File: src/design/tia_cfg.svh
// Constants of the top-level interrupt aggregator: offsets, bit places, times.
// Assumes a 50 MHz system clock and a 32-bit register bus with byte addresses.
`ifndef TIA_CFG_SVH
`define TIA_CFG_SVH

`define TIA_OFF_STS      8'h00
`define TIA_OFF_EN       8'h04
`define TIA_OFF_CFG      8'h08
`define TIA_OFF_LINE     8'h0c
`define TIA_OFF_PMC      8'h10
`define TIA_OFF_GTC      8'h14
`define TIA_OFF_GTCNT    8'h18

`define TIA_MAC_N        12
`define TIA_GPIO_N       12
`define TIA_B_GPIO       12
`define TIA_B_PME        17
`define TIA_B_GPT        19
`define TIA_B_RDY        30
`define TIA_B_SW         31
`define TIA_B_IRQ_EN     8
`define TIA_B_IRQ_PIN    12
`define TIA_DEAS_LSB     24
`define TIA_DEAS_MSB     31
`define TIA_LINE_EN_LSB  16
`define TIA_LINE_EN_MSB  27
`define TIA_B_PM_E1      14
`define TIA_B_PM_E2      15
`define TIA_B_PM_WOL     9
`define TIA_B_TMR_RUN    29
`define TIA_RLD_MSB      15

`define TIA_CLK_NS       20
`define TIA_DEAS_UNIT_NS 10000
`define TIA_TICK_NS      1000
`define TIA_DEAS_UNIT_CYC ((`TIA_DEAS_UNIT_NS + `TIA_CLK_NS - 1) / `TIA_CLK_NS)
`define TIA_TICK_CYC     ((`TIA_TICK_NS + `TIA_CLK_NS - 1) / `TIA_CLK_NS)
`define TIA_PRE_W        9
`define TIA_TICK_W       6

`endif

File: src/design/tia_pkg.sv
// Types of the top-level interrupt aggregator.
// Assumes tia_cfg.svh sits on the include path.
package tia_pkg;
`include "tia_cfg.svh"

	typedef enum logic {TIA_IDLE, TIA_ACK} tia_bus_e;

	typedef struct packed {
		tia_bus_e                st;
		logic                    wait_req;
		logic [31:0]             rdata;
		logic [31:0]             en;
		logic                    oe;
		logic [7:0]              deas;
		logic [`TIA_GPIO_N-1:0]  line_en;
		logic [2:0]              pm_en;
		logic                    run;
		logic [15:0]             reload;
		logic [15:0]             cnt;
		logic [`TIA_TICK_W-1:0]  tick;
		logic                    rdy_done;
		logic                    irq;
		logic [`TIA_PRE_W-1:0]   pre;
		logic [7:0]              dcnt;
	} tia_state_s;

	localparam tia_state_s TIA_STATE_RST = '{st: TIA_IDLE, wait_req: 1'b1, default: '0};
endpackage

File: src/design/tia_sync.sv
// Two-flop synchroniser with rising-edge detect for a group of pin inputs.
// Assumes asynchronous pins; o_rise is one cycle per synchronised rise.
`timescale 1ns/1ps
module tia_sync #(
	parameter int N = 1
) (
	input  wire logic         i_mclk,
	input  wire logic         i_rst_b,
	input  wire logic         i_ce,
	input  wire logic [N-1:0] i_pin,
	output logic      [N-1:0] o_rise
);
	typedef struct packed {
		logic [N-1:0] s1;
		logic [N-1:0] s2;
		logic [N-1:0] s3;
	} tia_sync_s;

	tia_sync_s s_r;
	tia_sync_s s_nxt;

	always_comb begin
		s_nxt    = s_r;
		s_nxt.s1 = i_pin;
		s_nxt.s2 = s_r.s1;
		s_nxt.s3 = s_r.s2;
	end

	always_ff @(posedge i_mclk or negedge i_rst_b) begin
		if (!i_rst_b) begin
			s_r <= '0;
		end else if (i_ce) begin
			s_r <= s_nxt;
		end
	end

	assign o_rise = s_r.s2 & ~s_r.s3;
endmodule

File: src/design/tia_sticky.sv
// Bank of sticky event flags, cleared by a one-cycle clear strobe per bit.
// Assumes same-clock set and clear; a set in the clear cycle wins.
`timescale 1ns/1ps
module tia_sticky #(
	parameter int N = 1
) (
	input  wire logic         i_mclk,
	input  wire logic         i_rst_b,
	input  wire logic         i_ce,
	input  wire logic [N-1:0] i_set,
	input  wire logic [N-1:0] i_clr,
	output logic      [N-1:0] o_flag
);
	typedef struct packed {
		logic [N-1:0] flag;
	} tia_stk_s;

	tia_stk_s s_r;
	tia_stk_s s_nxt;

	always_comb begin
		s_nxt.flag = (s_r.flag & ~i_clr) | i_set;
	end

	always_ff @(posedge i_mclk or negedge i_rst_b) begin
		if (!i_rst_b) begin
			s_r <= '0;
		end else if (i_ce) begin
			s_r <= s_nxt;
		end
	end

	assign o_flag = s_r.flag;
endmodule

File: src/design/tia_top.sv
// Top-level interrupt aggregator with Avalon-MM register slave and IRQ pin.
// Assumes same-clock one-cycle event pulses from MAC and power blocks,
// asynchronous GPIO pins, and an Avalon master that honours waitrequest.
//
// Functional notes
// - Each GPIO line has own flag; top GPIO bit shows any enabled pending line.
// - GPIO reaches pin only with line enable, group enable and output enable.
// - Host MAC event flags and enables live directly in top registers.
// - MAC event drives pin only with its top enable and output enable.
// - Top power-event bit shows an enabled pending power condition.
// - Energy detect per port and wake-on-LAN each have enable and status.
// - Power event reaches pin only with condition, group and output enables.
// - Timer wrapping from zero to all ones sets flag; write one clears.
// - Timer flag drives pin only with run, timer enable and output enable.
// - Setting the soft interrupt enable raises the soft interrupt flag.
// - Ready flag sets once the block is accessible; write one clears.
// - Ready flag drives pin only with its enable and output enable.
// - After any pin deassertion hold it low for the set interval; zero disables.
// - Group top bits clear only when the sub-block flag or its enable is cleared.
`timescale 1ns/1ps
module tia_top
	import tia_pkg::*;
(
	input  wire logic                   i_mclk,
	input  wire logic                   i_rst_b,
	input  wire logic                   i_ce,
	input  wire logic [7:0]             i_avs_address,
	input  wire logic                   i_avs_read,
	input  wire logic                   i_avs_write,
	input  wire logic [31:0]            i_avs_writedata,
	input  wire logic [3:0]             i_avs_byteenable,
	output logic      [31:0]            o_avs_readdata,
	output logic                        o_avs_waitrequest,
	input  wire logic [`TIA_GPIO_N-1:0] i_gpio,
	input  wire logic [`TIA_MAC_N-1:0]  i_mac_evt,
	input  wire logic [1:0]             i_energy_evt,
	input  wire logic                   i_wol_wakeup,
	input  wire logic                   i_wol_magic,
	output logic                        o_irq
);
	tia_state_s s_r;
	tia_state_s s_nxt;

	logic [31:0]             wmask;
	logic [31:0]             wd;
	logic [31:0]             sts_rd;
	logic [31:0]             cfg_rd;
	logic [31:0]             line_rd;
	logic [31:0]             pmc_rd;
	logic [31:0]             gtc_rd;
	logic [31:0]             rd_word;
	logic [31:0]             en_new;
	logic [31:0]             cfg_new;
	logic [31:0]             line_new;
	logic [31:0]             pmc_new;
	logic [31:0]             gtc_new;
	logic                    wr_any;
	logic                    wr_sts;
	logic                    wr_en;
	logic                    wr_cfg;
	logic                    wr_line;
	logic                    wr_pmc;
	logic                    wr_gtc;
	logic [`TIA_GPIO_N-1:0]  gpio_rise;
	logic [`TIA_GPIO_N-1:0]  line_flag;
	logic [`TIA_GPIO_N-1:0]  line_clr;
	logic [`TIA_MAC_N-1:0]   mac_flag;
	logic [`TIA_MAC_N-1:0]   mac_clr;
	logic [2:0]              pm_flag;
	logic [2:0]              pm_set;
	logic [2:0]              pm_clr;
	logic [2:0]              misc_flag;
	logic [2:0]              misc_set;
	logic [2:0]              misc_clr;
	logic                    gpio_any;
	logic                    pme_any;
	logic                    gpt_wrap;
	logic                    sw_set;
	logic                    irq_req;

	// Misc flags: bit 0 timer, bit 1 ready, bit 2 soft
	tia_sync #(.N(`TIA_GPIO_N)) u_gpio_sync (
		.i_mclk  (i_mclk),
		.i_rst_b (i_rst_b),
		.i_ce    (i_ce),
		.i_pin   (i_gpio),
		.o_rise  (gpio_rise)
	);

	tia_sticky #(.N(`TIA_GPIO_N)) u_line (
		.i_mclk  (i_mclk),
		.i_rst_b (i_rst_b),
		.i_ce    (i_ce),
		.i_set   (gpio_rise),
		.i_clr   (line_clr),
		.o_flag  (line_flag)
	);

	tia_sticky #(.N(`TIA_MAC_N)) u_mac (
		.i_mclk  (i_mclk),
		.i_rst_b (i_rst_b),
		.i_ce    (i_ce),
		.i_set   (i_mac_evt),
		.i_clr   (mac_clr),
		.o_flag  (mac_flag)
	);

	tia_sticky #(.N(3)) u_pm (
		.i_mclk  (i_mclk),
		.i_rst_b (i_rst_b),
		.i_ce    (i_ce),
		.i_set   (pm_set),
		.i_clr   (pm_clr),
		.o_flag  (pm_flag)
	);

	tia_sticky #(.N(3)) u_misc (
		.i_mclk  (i_mclk),
		.i_rst_b (i_rst_b),
		.i_ce    (i_ce),
		.i_set   (misc_set),
		.i_clr   (misc_clr),
		.o_flag  (misc_flag)
	);

	assign wmask  = {{8{i_avs_byteenable[3]}}, {8{i_avs_byteenable[2]}},
	                 {8{i_avs_byteenable[1]}}, {8{i_avs_byteenable[0]}}};
	assign wd     = i_avs_writedata & wmask;
	assign wr_any = (s_r.st == TIA_ACK) && i_avs_write;

	assign gpio_any = |(line_flag & s_r.line_en);
	assign pme_any  = |(pm_flag & s_r.pm_en);
	assign pm_set   = {i_wol_wakeup | i_wol_magic, i_energy_evt};
	assign gpt_wrap = s_r.run && (s_r.tick == '0) && (s_r.cnt == '0);

	always_comb begin
		sts_rd = '0;
		sts_rd[`TIA_MAC_N-1:0] = mac_flag;
		sts_rd[`TIA_B_GPIO]    = gpio_any;
		sts_rd[`TIA_B_PME]     = pme_any;
		sts_rd[`TIA_B_GPT]     = misc_flag[0];
		sts_rd[`TIA_B_RDY]     = misc_flag[1];
		sts_rd[`TIA_B_SW]      = misc_flag[2];
		cfg_rd = '0;
		cfg_rd[`TIA_DEAS_MSB:`TIA_DEAS_LSB] = s_r.deas;
		cfg_rd[`TIA_B_IRQ_EN]  = s_r.oe;
		cfg_rd[`TIA_B_IRQ_PIN] = s_r.irq;
		line_rd = '0;
		line_rd[`TIA_LINE_EN_MSB:`TIA_LINE_EN_LSB] = s_r.line_en;
		line_rd[`TIA_GPIO_N-1:0] = line_flag;
		pmc_rd = '0;
		pmc_rd[`TIA_B_PM_E1]  = s_r.pm_en[0];
		pmc_rd[`TIA_B_PM_E2]  = s_r.pm_en[1];
		pmc_rd[`TIA_B_PM_WOL] = s_r.pm_en[2];
		pmc_rd[2:0]           = pm_flag;
		gtc_rd = '0;
		gtc_rd[`TIA_B_TMR_RUN]  = s_r.run;
		gtc_rd[`TIA_RLD_MSB:0]  = s_r.reload;
	end

	assign en_new   = (s_r.en & ~wmask) | wd;
	assign cfg_new  = (cfg_rd & ~wmask) | wd;
	assign line_new = (line_rd & ~wmask) | wd;
	assign pmc_new  = (pmc_rd & ~wmask) | wd;
	assign gtc_new  = (gtc_rd & ~wmask) | wd;

	// Address decode for writes and read mux
	always_comb begin
		wr_sts  = 1'b0;
		wr_en   = 1'b0;
		wr_cfg  = 1'b0;
		wr_line = 1'b0;
		wr_pmc  = 1'b0;
		wr_gtc  = 1'b0;
		rd_word = '0;
		if (i_avs_address == `TIA_OFF_STS) begin
			wr_sts  = wr_any;
			rd_word = sts_rd;
		end else if (i_avs_address == `TIA_OFF_EN) begin
			wr_en   = wr_any;
			rd_word = s_r.en;
		end else if (i_avs_address == `TIA_OFF_CFG) begin
			wr_cfg  = wr_any;
			rd_word = cfg_rd;
		end else if (i_avs_address == `TIA_OFF_LINE) begin
			wr_line = wr_any;
			rd_word = line_rd;
		end else if (i_avs_address == `TIA_OFF_PMC) begin
			wr_pmc  = wr_any;
			rd_word = pmc_rd;
		end else if (i_avs_address == `TIA_OFF_GTC) begin
			wr_gtc  = wr_any;
			rd_word = gtc_rd;
		end else if (i_avs_address == `TIA_OFF_GTCNT) begin
			rd_word = {16'h0000, s_r.cnt};
		end
	end

	// Write-one-to-clear strobes; group top bits are not cleared here
	assign mac_clr  = wr_sts ? wd[`TIA_MAC_N-1:0] : '0;
	assign line_clr = wr_line ? wd[`TIA_GPIO_N-1:0] : '0;
	assign pm_clr   = wr_pmc ? wd[2:0] : '0;
	assign misc_clr = wr_sts ? {wd[`TIA_B_SW], wd[`TIA_B_RDY], wd[`TIA_B_GPT]} : 3'h0;
	assign sw_set   = wr_en && en_new[`TIA_B_SW] && !s_r.en[`TIA_B_SW];
	assign misc_set = {sw_set, !s_r.rdy_done, gpt_wrap};

	always_comb begin
		irq_req = 1'b0;
		if (s_r.oe) begin
			irq_req = |(mac_flag & s_r.en[`TIA_MAC_N-1:0])
			        | (gpio_any & s_r.en[`TIA_B_GPIO])
			        | (pme_any & s_r.en[`TIA_B_PME])
			        | (misc_flag[0] & s_r.run & s_r.en[`TIA_B_GPT])
			        | (misc_flag[1] & s_r.en[`TIA_B_RDY])
			        | (misc_flag[2] & s_r.en[`TIA_B_SW]);
		end
	end

	always_comb begin
		s_nxt = s_r;
		s_nxt.rdy_done = 1'b1;
		case (s_r.st)
			TIA_IDLE: begin
				if (i_avs_read || i_avs_write) begin
					s_nxt.st       = TIA_ACK;
					s_nxt.wait_req = 1'b0;
					s_nxt.rdata    = i_avs_read ? rd_word : '0;
				end
			end
			TIA_ACK: begin
				s_nxt.st       = TIA_IDLE;
				s_nxt.wait_req = 1'b1;
			end
		endcase
		// Timer counts down once per tick and wraps through all ones
		if (s_r.run) begin
			if (s_r.tick == '0) begin
				s_nxt.tick = `TIA_TICK_W'(`TIA_TICK_CYC - 1);
				s_nxt.cnt  = s_r.cnt - 16'h0001;
			end else begin
				s_nxt.tick = s_r.tick - `TIA_TICK_W'(1);
			end
		end
		if (wr_en) begin
			s_nxt.en = en_new;
		end
		if (wr_cfg) begin
			s_nxt.deas = cfg_new[`TIA_DEAS_MSB:`TIA_DEAS_LSB];
			s_nxt.oe   = cfg_new[`TIA_B_IRQ_EN];
		end
		if (wr_line) begin
			s_nxt.line_en = line_new[`TIA_LINE_EN_MSB:`TIA_LINE_EN_LSB];
		end
		if (wr_pmc) begin
			s_nxt.pm_en = {pmc_new[`TIA_B_PM_WOL], pmc_new[`TIA_B_PM_E2],
			               pmc_new[`TIA_B_PM_E1]};
		end
		if (wr_gtc) begin
			s_nxt.run    = gtc_new[`TIA_B_TMR_RUN];
			s_nxt.reload = gtc_new[`TIA_RLD_MSB:0];
			if (gtc_new[`TIA_B_TMR_RUN] && !s_r.run) begin
				s_nxt.cnt  = gtc_new[`TIA_RLD_MSB:0];
				s_nxt.tick = `TIA_TICK_W'(`TIA_TICK_CYC - 1);
			end
		end
		// Deassertion hold-off
		if (s_r.dcnt != '0) begin
			if (s_r.pre == '0) begin
				s_nxt.pre  = `TIA_PRE_W'(`TIA_DEAS_UNIT_CYC - 1);
				s_nxt.dcnt = s_r.dcnt - 8'h01;
			end else begin
				s_nxt.pre = s_r.pre - `TIA_PRE_W'(1);
			end
		end
		if (s_r.irq && !irq_req) begin
			s_nxt.irq  = 1'b0;
			s_nxt.dcnt = s_r.deas;
			s_nxt.pre  = `TIA_PRE_W'(`TIA_DEAS_UNIT_CYC - 1);
		end else if (!s_r.irq && irq_req && (s_r.dcnt == '0)) begin
			s_nxt.irq = 1'b1;
		end
	end

	always_ff @(posedge i_mclk or negedge i_rst_b) begin
		if (!i_rst_b) begin
			s_r <= TIA_STATE_RST;
		end else if (i_ce) begin
			s_r <= s_nxt;
		end
	end

	assign o_avs_readdata    = s_r.rdata;
	assign o_avs_waitrequest = s_r.wait_req;
	assign o_irq             = s_r.irq;
endmodule

File: config.mk
export PLATFORM = sky130hd
export DESIGN_NAME = tia_top
export DESIGN_NICKNAME = d
export VERILOG_FILES = /design/src/design/tia_pkg.sv /design/src/design/tia_sync.sv /design/src/design/tia_sticky.sv /design/src/design/tia_top.sv
export VERILOG_INCLUDE_DIRS = /design/src /design/src/design
export SDC_FILE = /design/constraint.sdc
export NUM_CORES = 1
export LEC_CHECK = 0
export ABC_AREA = 0
export BUFFER_PORTS_ARGS = -buffer_cell sky130_fd_sc_hd__buf_2
export CELL_PAD_IN_SITES_DETAIL_PLACEMENT = 1
export CELL_PAD_IN_SITES_GLOBAL_PLACEMENT = 1
export CORE_MARGIN = 5
export CORE_UTILIZATION = 40
export CTS_BUF_LIST = sky130_fd_sc_hd__clkbuf_8
export CTS_CLUSTER_SIZE = 10
export DETAILED_ROUTE_END_ITERATION = 7
export GPL_TIMING_DRIVEN = 0
export PLACE_DENSITY = 0.8
export SYNTH_ARGS = -nofsm -noshare
export SYNTH_HDL_FRONTEND = slang
export SYNTH_SLANG_ARGS = --single-unit
File: constraint.sdc
create_clock -name i_mclk -period 2.9 [get_ports i_mclk]
set_input_delay 0.87 -clock i_mclk [delete_from_list [all_inputs] [get_ports i_mclk]]
set_output_delay 0.87 -clock i_mclk [all_outputs]
set_load 0.1 [all_outputs]
# Word level (Yosys, flattened, before mapping)
# Cells that the tools add are included.
[totals] out_inout_bits=34 wordCells=160 regBits=214
[op_classes] addsub=4 n_bitwise=42 n_eq_ne=7 muxes=47 n_reduce_logical=37
[ops] operator="32-bit 2-to-1 mux" n=4
[ops] operator="32-bit bitwise AND" n=3
[ops] operator="30-bit 2-to-1 mux" n=3
[ops] operator="22-bit 2-to-1 mux" n=3
[ops] operator="32-bit bitwise OR" n=2
[ops] operator="12-bit bitwise AND" n=5
[ops] operator="12-bit NOT" n=3
[ops] operator="17-bit 2-to-1 mux" n=2
[ops] operator="34-bit 2-to-1 mux" n=1
[ops] operator="16-bit 2-to-1 mux" n=2
[ops] operator="32-bit NOT" n=1
[ops] operator="30-bit bitwise AND" n=1
[ops] operator="30-bit bitwise OR" n=1
[ops] operator="28-bit bitwise AND" n=1
[ops] operator="28-bit bitwise OR" n=1
[ops] operator="8-bit by 5-bit equality test with 1-bit output (second input constant)" n=3
[ops] operator="1-bit 2-to-1 mux" n=24
[ops] operator="12-bit 2-to-1 mux" n=2
[ops] operator="12-bit bitwise OR" n=2
[ops] operator="12-bit OR reduction" n=2
[ops] operator="16-bit bitwise AND" n=1
[ops] operator="8-bit by 4-bit equality test with 1-bit output (second input constant)" n=2
[ops] operator="16-bit logical NOT" n=1
[ops] operator="8-bit logical NOT" n=2
[ops] operator="other kinds (28)" n=65

# Longest topological paths before layout
# Gate-level depths: netlist of the first run.
[logic_depth] word_depth=13 ltp_mapped=11 mapped_depth_nobuf=8

# Hierarchy
# From an unflattened synthesis of the first run, not the netlist that was laid out.
[hier_totals] hier_cells=989 hier_area_um2=10571.4
[modules_own_cells] mod="tia_top" instances=1 cells_per_inst=807 area_per_inst_um2=7842.5 seq_area_each_um2=3704.8
[modules_own_cells] mod="tia_sync" instances=1 cells_per_inst=88 area_per_inst_um2=1565.3 seq_area_each_um2=900.9
[modules_own_cells] mod="tia_sticky (u_line ...)" instances=2 cells_per_inst=38 area_per_inst_um2=469.2 seq_area_each_um2=300.3
[modules_own_cells] mod="tia_sticky (u_misc ...)" instances=2 cells_per_inst=9 area_per_inst_um2=112.6 seq_area_each_um2=75.1

# Worst setup path before layout of the first run
# Ideal clock, no wire load.
[synth_path] path_kind="input to register" start="in i_avs_address[0]" end="reg (tool-made name)" stages=5 setup_ps=125 required_ps=2775 path_slack_ps=8 path_buffers=1 t_arrival_ps=2767 path_cell_list="or4_1 nor4_1 and3_1 buf_2 mux2_2"
[synth_lines] element="start: declaration" line_no="tia_top.sv:27" rtl="input wire logic [7:0] i_avs_address,"

# Worst setup path after layout of the first run
[layout_path] start="reg u_pm.s_r (netlist bit u_pm.o_flag[0])" end="reg s_r[9] (netlist bit)"
[layout_between] elab_chain_len=12 elab_cells_between_ends=13 cone_classes="mux: 2; bitwise: 6; reduce/logical: 5"
[layout_lines] element="start: declaration" line_no="tia_sticky.sv:18" rtl="tia_stk_s s_r;"
[layout_lines] element="start signal: assignment" line_no="tia_sticky.sv:29" rtl="s_r <= s_nxt;"
[layout_lines] element="3-bit bitwise AND *" line_no="tia_top.sv:132" rtl="assign pme_any = |(pm_flag & s_r.pm_en);"
[layout_lines] element="3-bit OR reduction *" line_no="tia_top.sv:132"
[layout_lines] element="1-bit bitwise AND *" line_no="tia_top.sv:212" rtl="| (pme_any & s_r.en[`TIA_B_PME])"
[layout_lines] element="1-bit bitwise OR * (4 in a row)" line_no="tia_top.sv:210" rtl="irq_req = |(mac_flag & s_r.en[`TIA_MAC_N-1:0])"
[layout_lines] element="1-bit 2-to-1 mux *" line_no="tia_top.sv:209" rtl="if (s_r.oe) begin"
[layout_lines] element="1-bit logical NOT *" line_no="tia_top.sv:275" rtl="if (s_r.irq && !irq_req) begin"
[layout_lines] element="1-bit logical AND *" line_no="tia_top.sv:275"
[layout_lines] element="2-bit nonzero test (no source line)"
[layout_lines] element="2-bit AND reduction (no source line)"
[layout_lines] element="end signal: assignment" line_no="tia_top.sv:288" rtl="s_r <= s_nxt;"
[layout_lines] element="end: declaration" line_no="tia_top.sv:41" rtl="tia_state_s s_r;"
# Every way passes the cells marked *; elsewhere a longest branch is shown, timed or not.
# A chain may end at the register's enable or synchronous reset.

==> results by group, run 1 <==
Status
  – Status: finished, final reports clean

Final layout
  – Layout area overhead: 17.22%
  – Layout cell share with drive strength beyond 1: 25.61%
  – Area of the multi-input gates: 4461 sq um
  – # nets final: 1240
  – Diode count: 0
  – Register Area: 5356 sq um
  – Commonest cells after routing, fill and taps aside: dfrtp_1 (213), nand2_1 (116), buf_2 (110)
  – Fillers: 2911
  – Most common cell after layout, fill and taps aside: dfrtp_1

Detailed routing
  – DRT Pass-1 Iters: 5
  – Antenna Nets Post-Route: 0
  – Total number of vias: 8920
  – Wire per inst: 22.94 um
  – # DRC: 0
  – DR vias/cell: 5.861
  – Final WL: 34.92 mm
  – Drt initial violations: 786

Synth
  – Synth Warn #: 0
  – Ys flop type: dfrtp_1
  – Synthesized Nets: 1090
  – Post-synth ARST share: 100.0%
  – Post-Syn Area: 10390 sq um
  – FF+latch count, synth: 214
  – Post-synthesis sequential area ratio: 51.57%
  – Synth Instances: 1009
  – Yosys cell types: 68
  – Post-synth EDFFs: 0
  – Synth area leaders: dfrtp_1 (51%), mux2_2 (9.0%), o21ai_0 (4.8%)
  – Synth top area share: 51.32%
  – Synthesized area per cell: 10.29 sq um
  – Cell taking the most area after synthesis: dfrtp_1

Global route
  – Total global routing overflow: 0
  – First-pass GRT wire length: 54.52 mm
  – Antenna violations before repair: 0
  – GR Util All Layers: 23.98%
  – Largest net degree at the start of global routing: 120
  – Number of global-route vias before repair: 9314

Power and ir drop
  – Clock network power share: 40.8%
  – Power Density: 553.6 nW/um^2
  – P_int: 4.863 mW
  – Seq pwr share: 48.7%
  – Switching Fraction: 27.85%
  – NetSw: 1.877 mW
  – Total Power: 6.740 mW
  – Leakage power: 5.608 nW
  – Combinational power share: 10.5%
  – Worst VDD drop: 270.3 uV

Setup path
  – Reg-to-reg slack, setup: 0.15 ns
  – Worst r2r dst: s_r[9]$_DFFE_PN0P_
  – CP required: 3.34 ns
  – Critical-path maximum fanout: 12
  – Worst EP arrival: 3.19 ns
  – CP startpoint: u_pm.o_flag[0]$_DFFE_PN0P_
  – R2R depth: 7
  – Critical path class: reg -> reg
  – RR Startpoint: u_pm.o_flag[0]$_DFFE_PN0P_
  – CP startpoint kind: flip-flop
  – Crit end category: flip-flop

Clock network
  – CTS tree: built
  – Maximum clock path buffer count: 3
  – Worst-Skew Late Latency: 0.56 ns
  – Number of H-tree levels: 2
  – Clock Pin Slew Worst Setup and Hold Paths: 0.06 ns
  – CTS Sinks: 214
  – Root Buffer Master: clkbuf_8
  – CTS Buf Count: 37

Floorplan
  – Die Ht: 171.1 um
  – Total I/O pin count: 111
  – Initial core utilization: 40.20%
  – Die Area: 29290 sq um
  – Row count: 59
  – Die W: 171.1 um
  – Core area: 25840 sq um

Job
  – Max_cap viols: 0

Timing
  – Post-route setup TNS: 0 ns
  – Worst-Margin Slew: 0.9039 ns
  – Pins Over Slew Limit: 0
  – Hold violation count in the final report: 0
  – Final Setup Violations: 0
  – Tcrit/Tclk final: 94.71%
  – Final clock skew: 0.04079 ns
  – F_max: 0.3641 GHz
  – Slew HR: 39.74%
  – RSZ-0062 raised after global routing: no
  – Final min period: 2.747 ns

Hold path
  – Worst Hold Class: in -> async

Placement
  – # port buffers: 107
  – Placer Congestion: 0.9253
  – Detailed Place HPWL: 25.96 mm
==> power groups by stage <==
stage,clock network (mW),registers (mW),logic (mW)
final,2.75,3.28,0.705
after CTS,2.78,3.28,0.708
after global routing,2.91,3.30,0.782
after floorplan,0,3.31,0.393
after global placement,0,3.32,0.663
after detailed placement,0,3.33,0.701
==> per-layer routing <==
layer	track usage, %	vias up	share of wire, %
met5	0	-	0
met4	10.68	0	4.5
met3	3.928	91	6.5
met2	39.51	310	48
met1	31.27	4559	41
li1	-	3960	-
==> per-stage QoR <==
stage	cell area (sq um)	setup slack (ns)	hold WS, ns	std cells	utilization, %
finish	12170	0.1535	0.4253	1522	47.12
global placement	11340	-2.788	0.4221	1451	43.89
global route	12170	0.05066	0.4873	1522	47.12
detailed placement	11390	-1.060	0.4302	1453	44.09
CTS	12140	0.04287	0.4543	1519	47.00
floorplan	10390	0.008215	0.4085	1009	-
==> cell type report <==
class,instances,share of cell area (%)
sequential,214,44.00
multi-input combinational,673,36.64
clock buffer,47,5.313
timing repair buffer,113,5.015
buffer,87,3.792
tap,335,3.443
inverter,33,1.017
clock inverter,20,0.7811
==> repair_timing <==
action                     4_1_cts  5_1_grt
pin swaps                        0        2
resized for setup                6        5
setup endpoints to repair       62       43
hold buffers                     0        0
cloned                           0        0
buffers inserted                 0        4
==> worst max path at each step <==
stage / cells past startpoint / slack [ns] / to
floorplan: 5 / 0.008 / flip-flop
global placement: 1 / -2.79 / u_mac.o_flag[5]$_DFFE_PN0P_
detailed placement: 8 / -1.06 / u_mac.o_flag[9]$_DFFE_PN0P_
CTS: 8 / 0.04 / u_mac.o_flag[9]$_DFFE_PN0P_
global route: 8 / 0.05 / flip-flop
finish: 7 / 0.15 / s_r[9]$_DFFE_PN0P_
==> cell usage after synthesis (5+ instances only) <==
library cell / n
a211o_1: 6
a211oi_1: 5
a21o_1: 10
a21oi_1: 28
a222oi_1: 8
a22o_1: 23
a22oi_1: 36
and2_1: 5
and3_1: 12
buf_2: 5
buf_4: 32
clkbuf_1: 51
dfrtp_1: 213
inv_1: 33
mux2_1: 6
mux2_2: 83
mux2i_1: 14
nand2_1: 116
nand2b_1: 7
nand3_1: 31
nand4_1: 9
nor2_1: 40
nor2b_1: 7
nor3_1: 15
nor4_1: 7
o21ai_0: 99
o21ai_1: 22
o31ai_1: 12
or3_1: 8
or4_1: 5
==> worst max-delay path: stages (launching register included) <==
cell      delay [ns]
dfrtp_1         0.41
a222oi_1        0.51
nor2b_1         0.13
o31ai_1         0.27
o211a_2         0.45
buf_1           0.42
o21ai_0         0.21
a32oi_1         0.21
==> cells by family after synthesis <==
family | synth area share, %
compound gates | 17.82
xor+xnor | 0.1687
fa+ha+maj | 0.4819
buf+inv | 5.626
flops | 51.57
mux | 11.00
simple gates | 13.34
No activity file was read; power rests on OpenSTA's default activity.
==> run 2, diff against run 1 <==
--- a/config.mk
+++ b/config.mk
@@ -7,7 +7,7 @@
 export NUM_CORES = 1
 export LEC_CHECK = 0
 export ABC_AREA = 0
-export BUFFER_PORTS_ARGS = -buffer_cell sky130_fd_sc_hd__buf_2
+export BUFFER_PORTS_ARGS = -buffer_cell sky130_fd_sc_hd__buf_4
 export CELL_PAD_IN_SITES_DETAIL_PLACEMENT = 1
 export CELL_PAD_IN_SITES_GLOBAL_PLACEMENT = 1
 export CORE_MARGIN = 5
@@ -16,7 +16,7 @@
 export CTS_CLUSTER_SIZE = 10
 export DETAILED_ROUTE_END_ITERATION = 7
 export GPL_TIMING_DRIVEN = 0
-export PLACE_DENSITY = 0.8
+export PLACE_DENSITY = 0.79
 export SYNTH_ARGS = -nofsm -noshare
 export SYNTH_HDL_FRONTEND = slang
 export SYNTH_SLANG_ARGS = --single-unit
==> run 2 against run 1 <==
Effect of this change:
- first-iteration DRC count down 1.9%
- total power up 1.2%
- hold slack worse by 0.15 ns
- fmax down 0.93%
- critical path type is now in -> reg
- sequential power about the same
- sequential share of layout area down 1.1 points
- utilization up 1.2 points
- critical path depth up 1
- largest cell class unchanged
- routed wire length down 0.43%
- non-clock buffer count up 1
==> results by group, run 2 (synthesis gave the netlist of run 1 again) <==
Status
  – Status: finished, final reports clean

Setup path
  – Critical path class: in -> reg
  – CP startpoint kind: primary input
  – Worst EP arrival: 3.20 ns
  – Cell Chain, Critical Path: buf_4 > or4_1 > nor3_4 > buf_12 > and2_1 > buf_2 > nand3_1 > mux2_1
  – CP required: 3.32 ns
  – Family with the most delay on the worst path: simple AND/OR/NAND/NOR gates
  – Crit end category: flip-flop
  – RR Startpoint: s_r[30]$_DFFE_PN0P_
  – R2R depth: 6
  – CP max stage delay: 0.60 ns
  – Critical-path maximum fanout: 9
  – Reg-to-reg slack, setup: 0.20 ns
  – Worst r2r dst: s_r[39]$_DFFE_PN0P_
  – Critical path's slowest cell: or4_1
  – CP bufs+invs: 3

Timing
  – F_max: 0.3607 GHz
  – PnR worst setup slack: 0.1277 ns
  – Post-route setup TNS: 0 ns
  – Final min period: 2.772 ns
  – Final Setup Violations: 0
  – RSZ-0062 raised after global routing: no
  – Tcrit/Tclk final: 95.60%
  – Slew HR: 41.22%
  – WHS: 0.2753 ns
  – Hold violation count in the final report: 0
  – Worst-Margin Slew: 0.8817 ns
  – Pins Over Slew Limit: 0
  – Final clock skew: 0.03064 ns

Final layout
  – Layout area overhead: 20.27%
  – Finished Core Util: 48.35%
  – Register Area: 5356 sq um
  – Most common cell after layout, fill and taps aside: dfrtp_1
  – Commonest cells after routing, fill and taps aside: dfrtp_1 (213), buf_4 (141), nand2_1 (116)
  – Finished Layout Cells: 1523
  – Diode count: 0
  – Fillers: 2876
  – # nets final: 1242
  – Layout cell share with drive strength beyond 1: 25.67%
  – Finished Cell Area: 12490 sq um
  – Area of the multi-input gates: 4461 sq um

Placement
  – Area after DPL: 11690 sq um
  – # port buffers: 107
  – Placer Congestion: 0.8996
  – Worst Setup Slack post-DPL: -0.9932 ns
  – Placed cell count: 1454
  – Detailed Place HPWL: 25.96 mm

Detailed routing
  – Drt initial violations: 771
  – Met2 wire len: 16.62 mm
  – M1 WL: 14.47 mm
  – Total number of vias: 8810
  – # DRC: 0
  – DR vias/cell: 5.785
  – Final WL: 34.77 mm
  – DR top layer: met4
  – Met3 Wirelength: 2.395 mm
  – DRT Pass-1 Iters: 5
  – Antenna Nets Post-Route: 0
  – Wire per inst: 22.83 um

Global route
  – Antenna violations before repair: 0
  – Total global routing overflow: 0
  – GR Util All Layers: 23.65%
  – Largest net degree at the start of global routing: 84
  – Number of global-route vias before repair: 9212
  – First-pass GRT wire length: 53.70 mm

Floorplan
  – Row count: 59
  – Initial core utilization: 40.20%
  – Total I/O pin count: 111
  – Die Ht: 171.1 um
  – Die W: 171.1 um
  – Core area: 25840 sq um
  – Die Area: 29290 sq um

Clock network
  – Maximum clock path buffer count: 3
  – CTS tree: built
  – CTS Buf Count: 38
  – CTS Sinks: 214
  – Worst-Skew Late Latency: 0.55 ns
  – Clock Pin Slew Worst Setup and Hold Paths: 0.06 ns
  – Number of H-tree levels: 2
  – Root Buffer Master: clkbuf_8

Power and ir drop
  – Worst VDD drop: 251.1 uV
  – Power Density: 545.9 nW/um^2
  – Total Power: 6.820 mW
  – Leakage power: 5.689 nW

Job
  – Max_cap viols: 0

Hold path
  – Worst Hold Class: in -> async
==> run 2: cell count changes in the layout (fill, tap and decap cells not counted), sizes merged <==
cell | previous run | this run
inv | 49 | 47
clkinvlp | 1 | 2
clkinv | 3 | 2
clkbuf | 96 | 99
==> run 2: power by group <==
part           switching (mW)  internal, mW
registers               0.140          3.14
clock network            1.28          1.52
logic                   0.454         0.286
==> run 2: how the worst max path moves through the flow <==
stage / startpoint / endpoint / slack, ns / depth (start not counted)
detailed placement: i_avs_address[0] / u_mac.o_flag[8]$_DFFE_PN0P_ / -0.99 / 8
global placement: i_avs_address[0] / o_avs_readdata[10]$_DFFE_PN0P_ / -1.10 / 7
floorplan: i_avs_address[0] / flip-flop / 0.008 / 5
CTS: u_pm.o_flag[0]$_DFFE_PN0P_ / s_r[15]$_DFFE_PN0P_ / 0.002 / 8
global route: i_avs_address[0] / flip-flop / 0.07 / 8
finish: i_avs_address[0] / flip-flop / 0.13 / 8
==> run 2: layout make-up <==
cell class	instances	share of cell area (%)
Multi-Input combinational cell	673	35.71
Buffer	88	3.716
Timing Repair Buffer	113	7.272
Sequential cell	214	42.88
Clock buffer	49	5.399
Clock inverter	18	0.6811
Inverter	33	0.9916
Tap cell	335	3.355
==> run 2: what timing repair did <==
| action | CTS | global route |
|---|---|---|
| pin swaps | 0 | 2 |
| setup buffers | 0 | 3 |
| resized for setup | 5 | 6 |
| hold endpoints to repair | 0 | 0 |
| cloned | 0 | 0 |
| endpoints found under the setup margin | 59 | 44 |
| hold buffers | 0 | 0 |
==> run 2: worst register-to-register path, cell delays in order (launching register included) <==
cell and delay [ns]:
dfrtp_1 0.45, or4_4 0.60, or3_4 0.38, or4_4 0.47, or4_1 0.42, o21ai_1 0.15
a21oi_1 0.08
==> run 2: layer usage <==
metal | GRT usage (%) | up-vias
met4 | 8.577 | 0
met3 | 4.436 | 79
met2 | 38.83 | 331
met1 | 31.42 | 4437
met5 | 0 | -
li1 | - | 3963
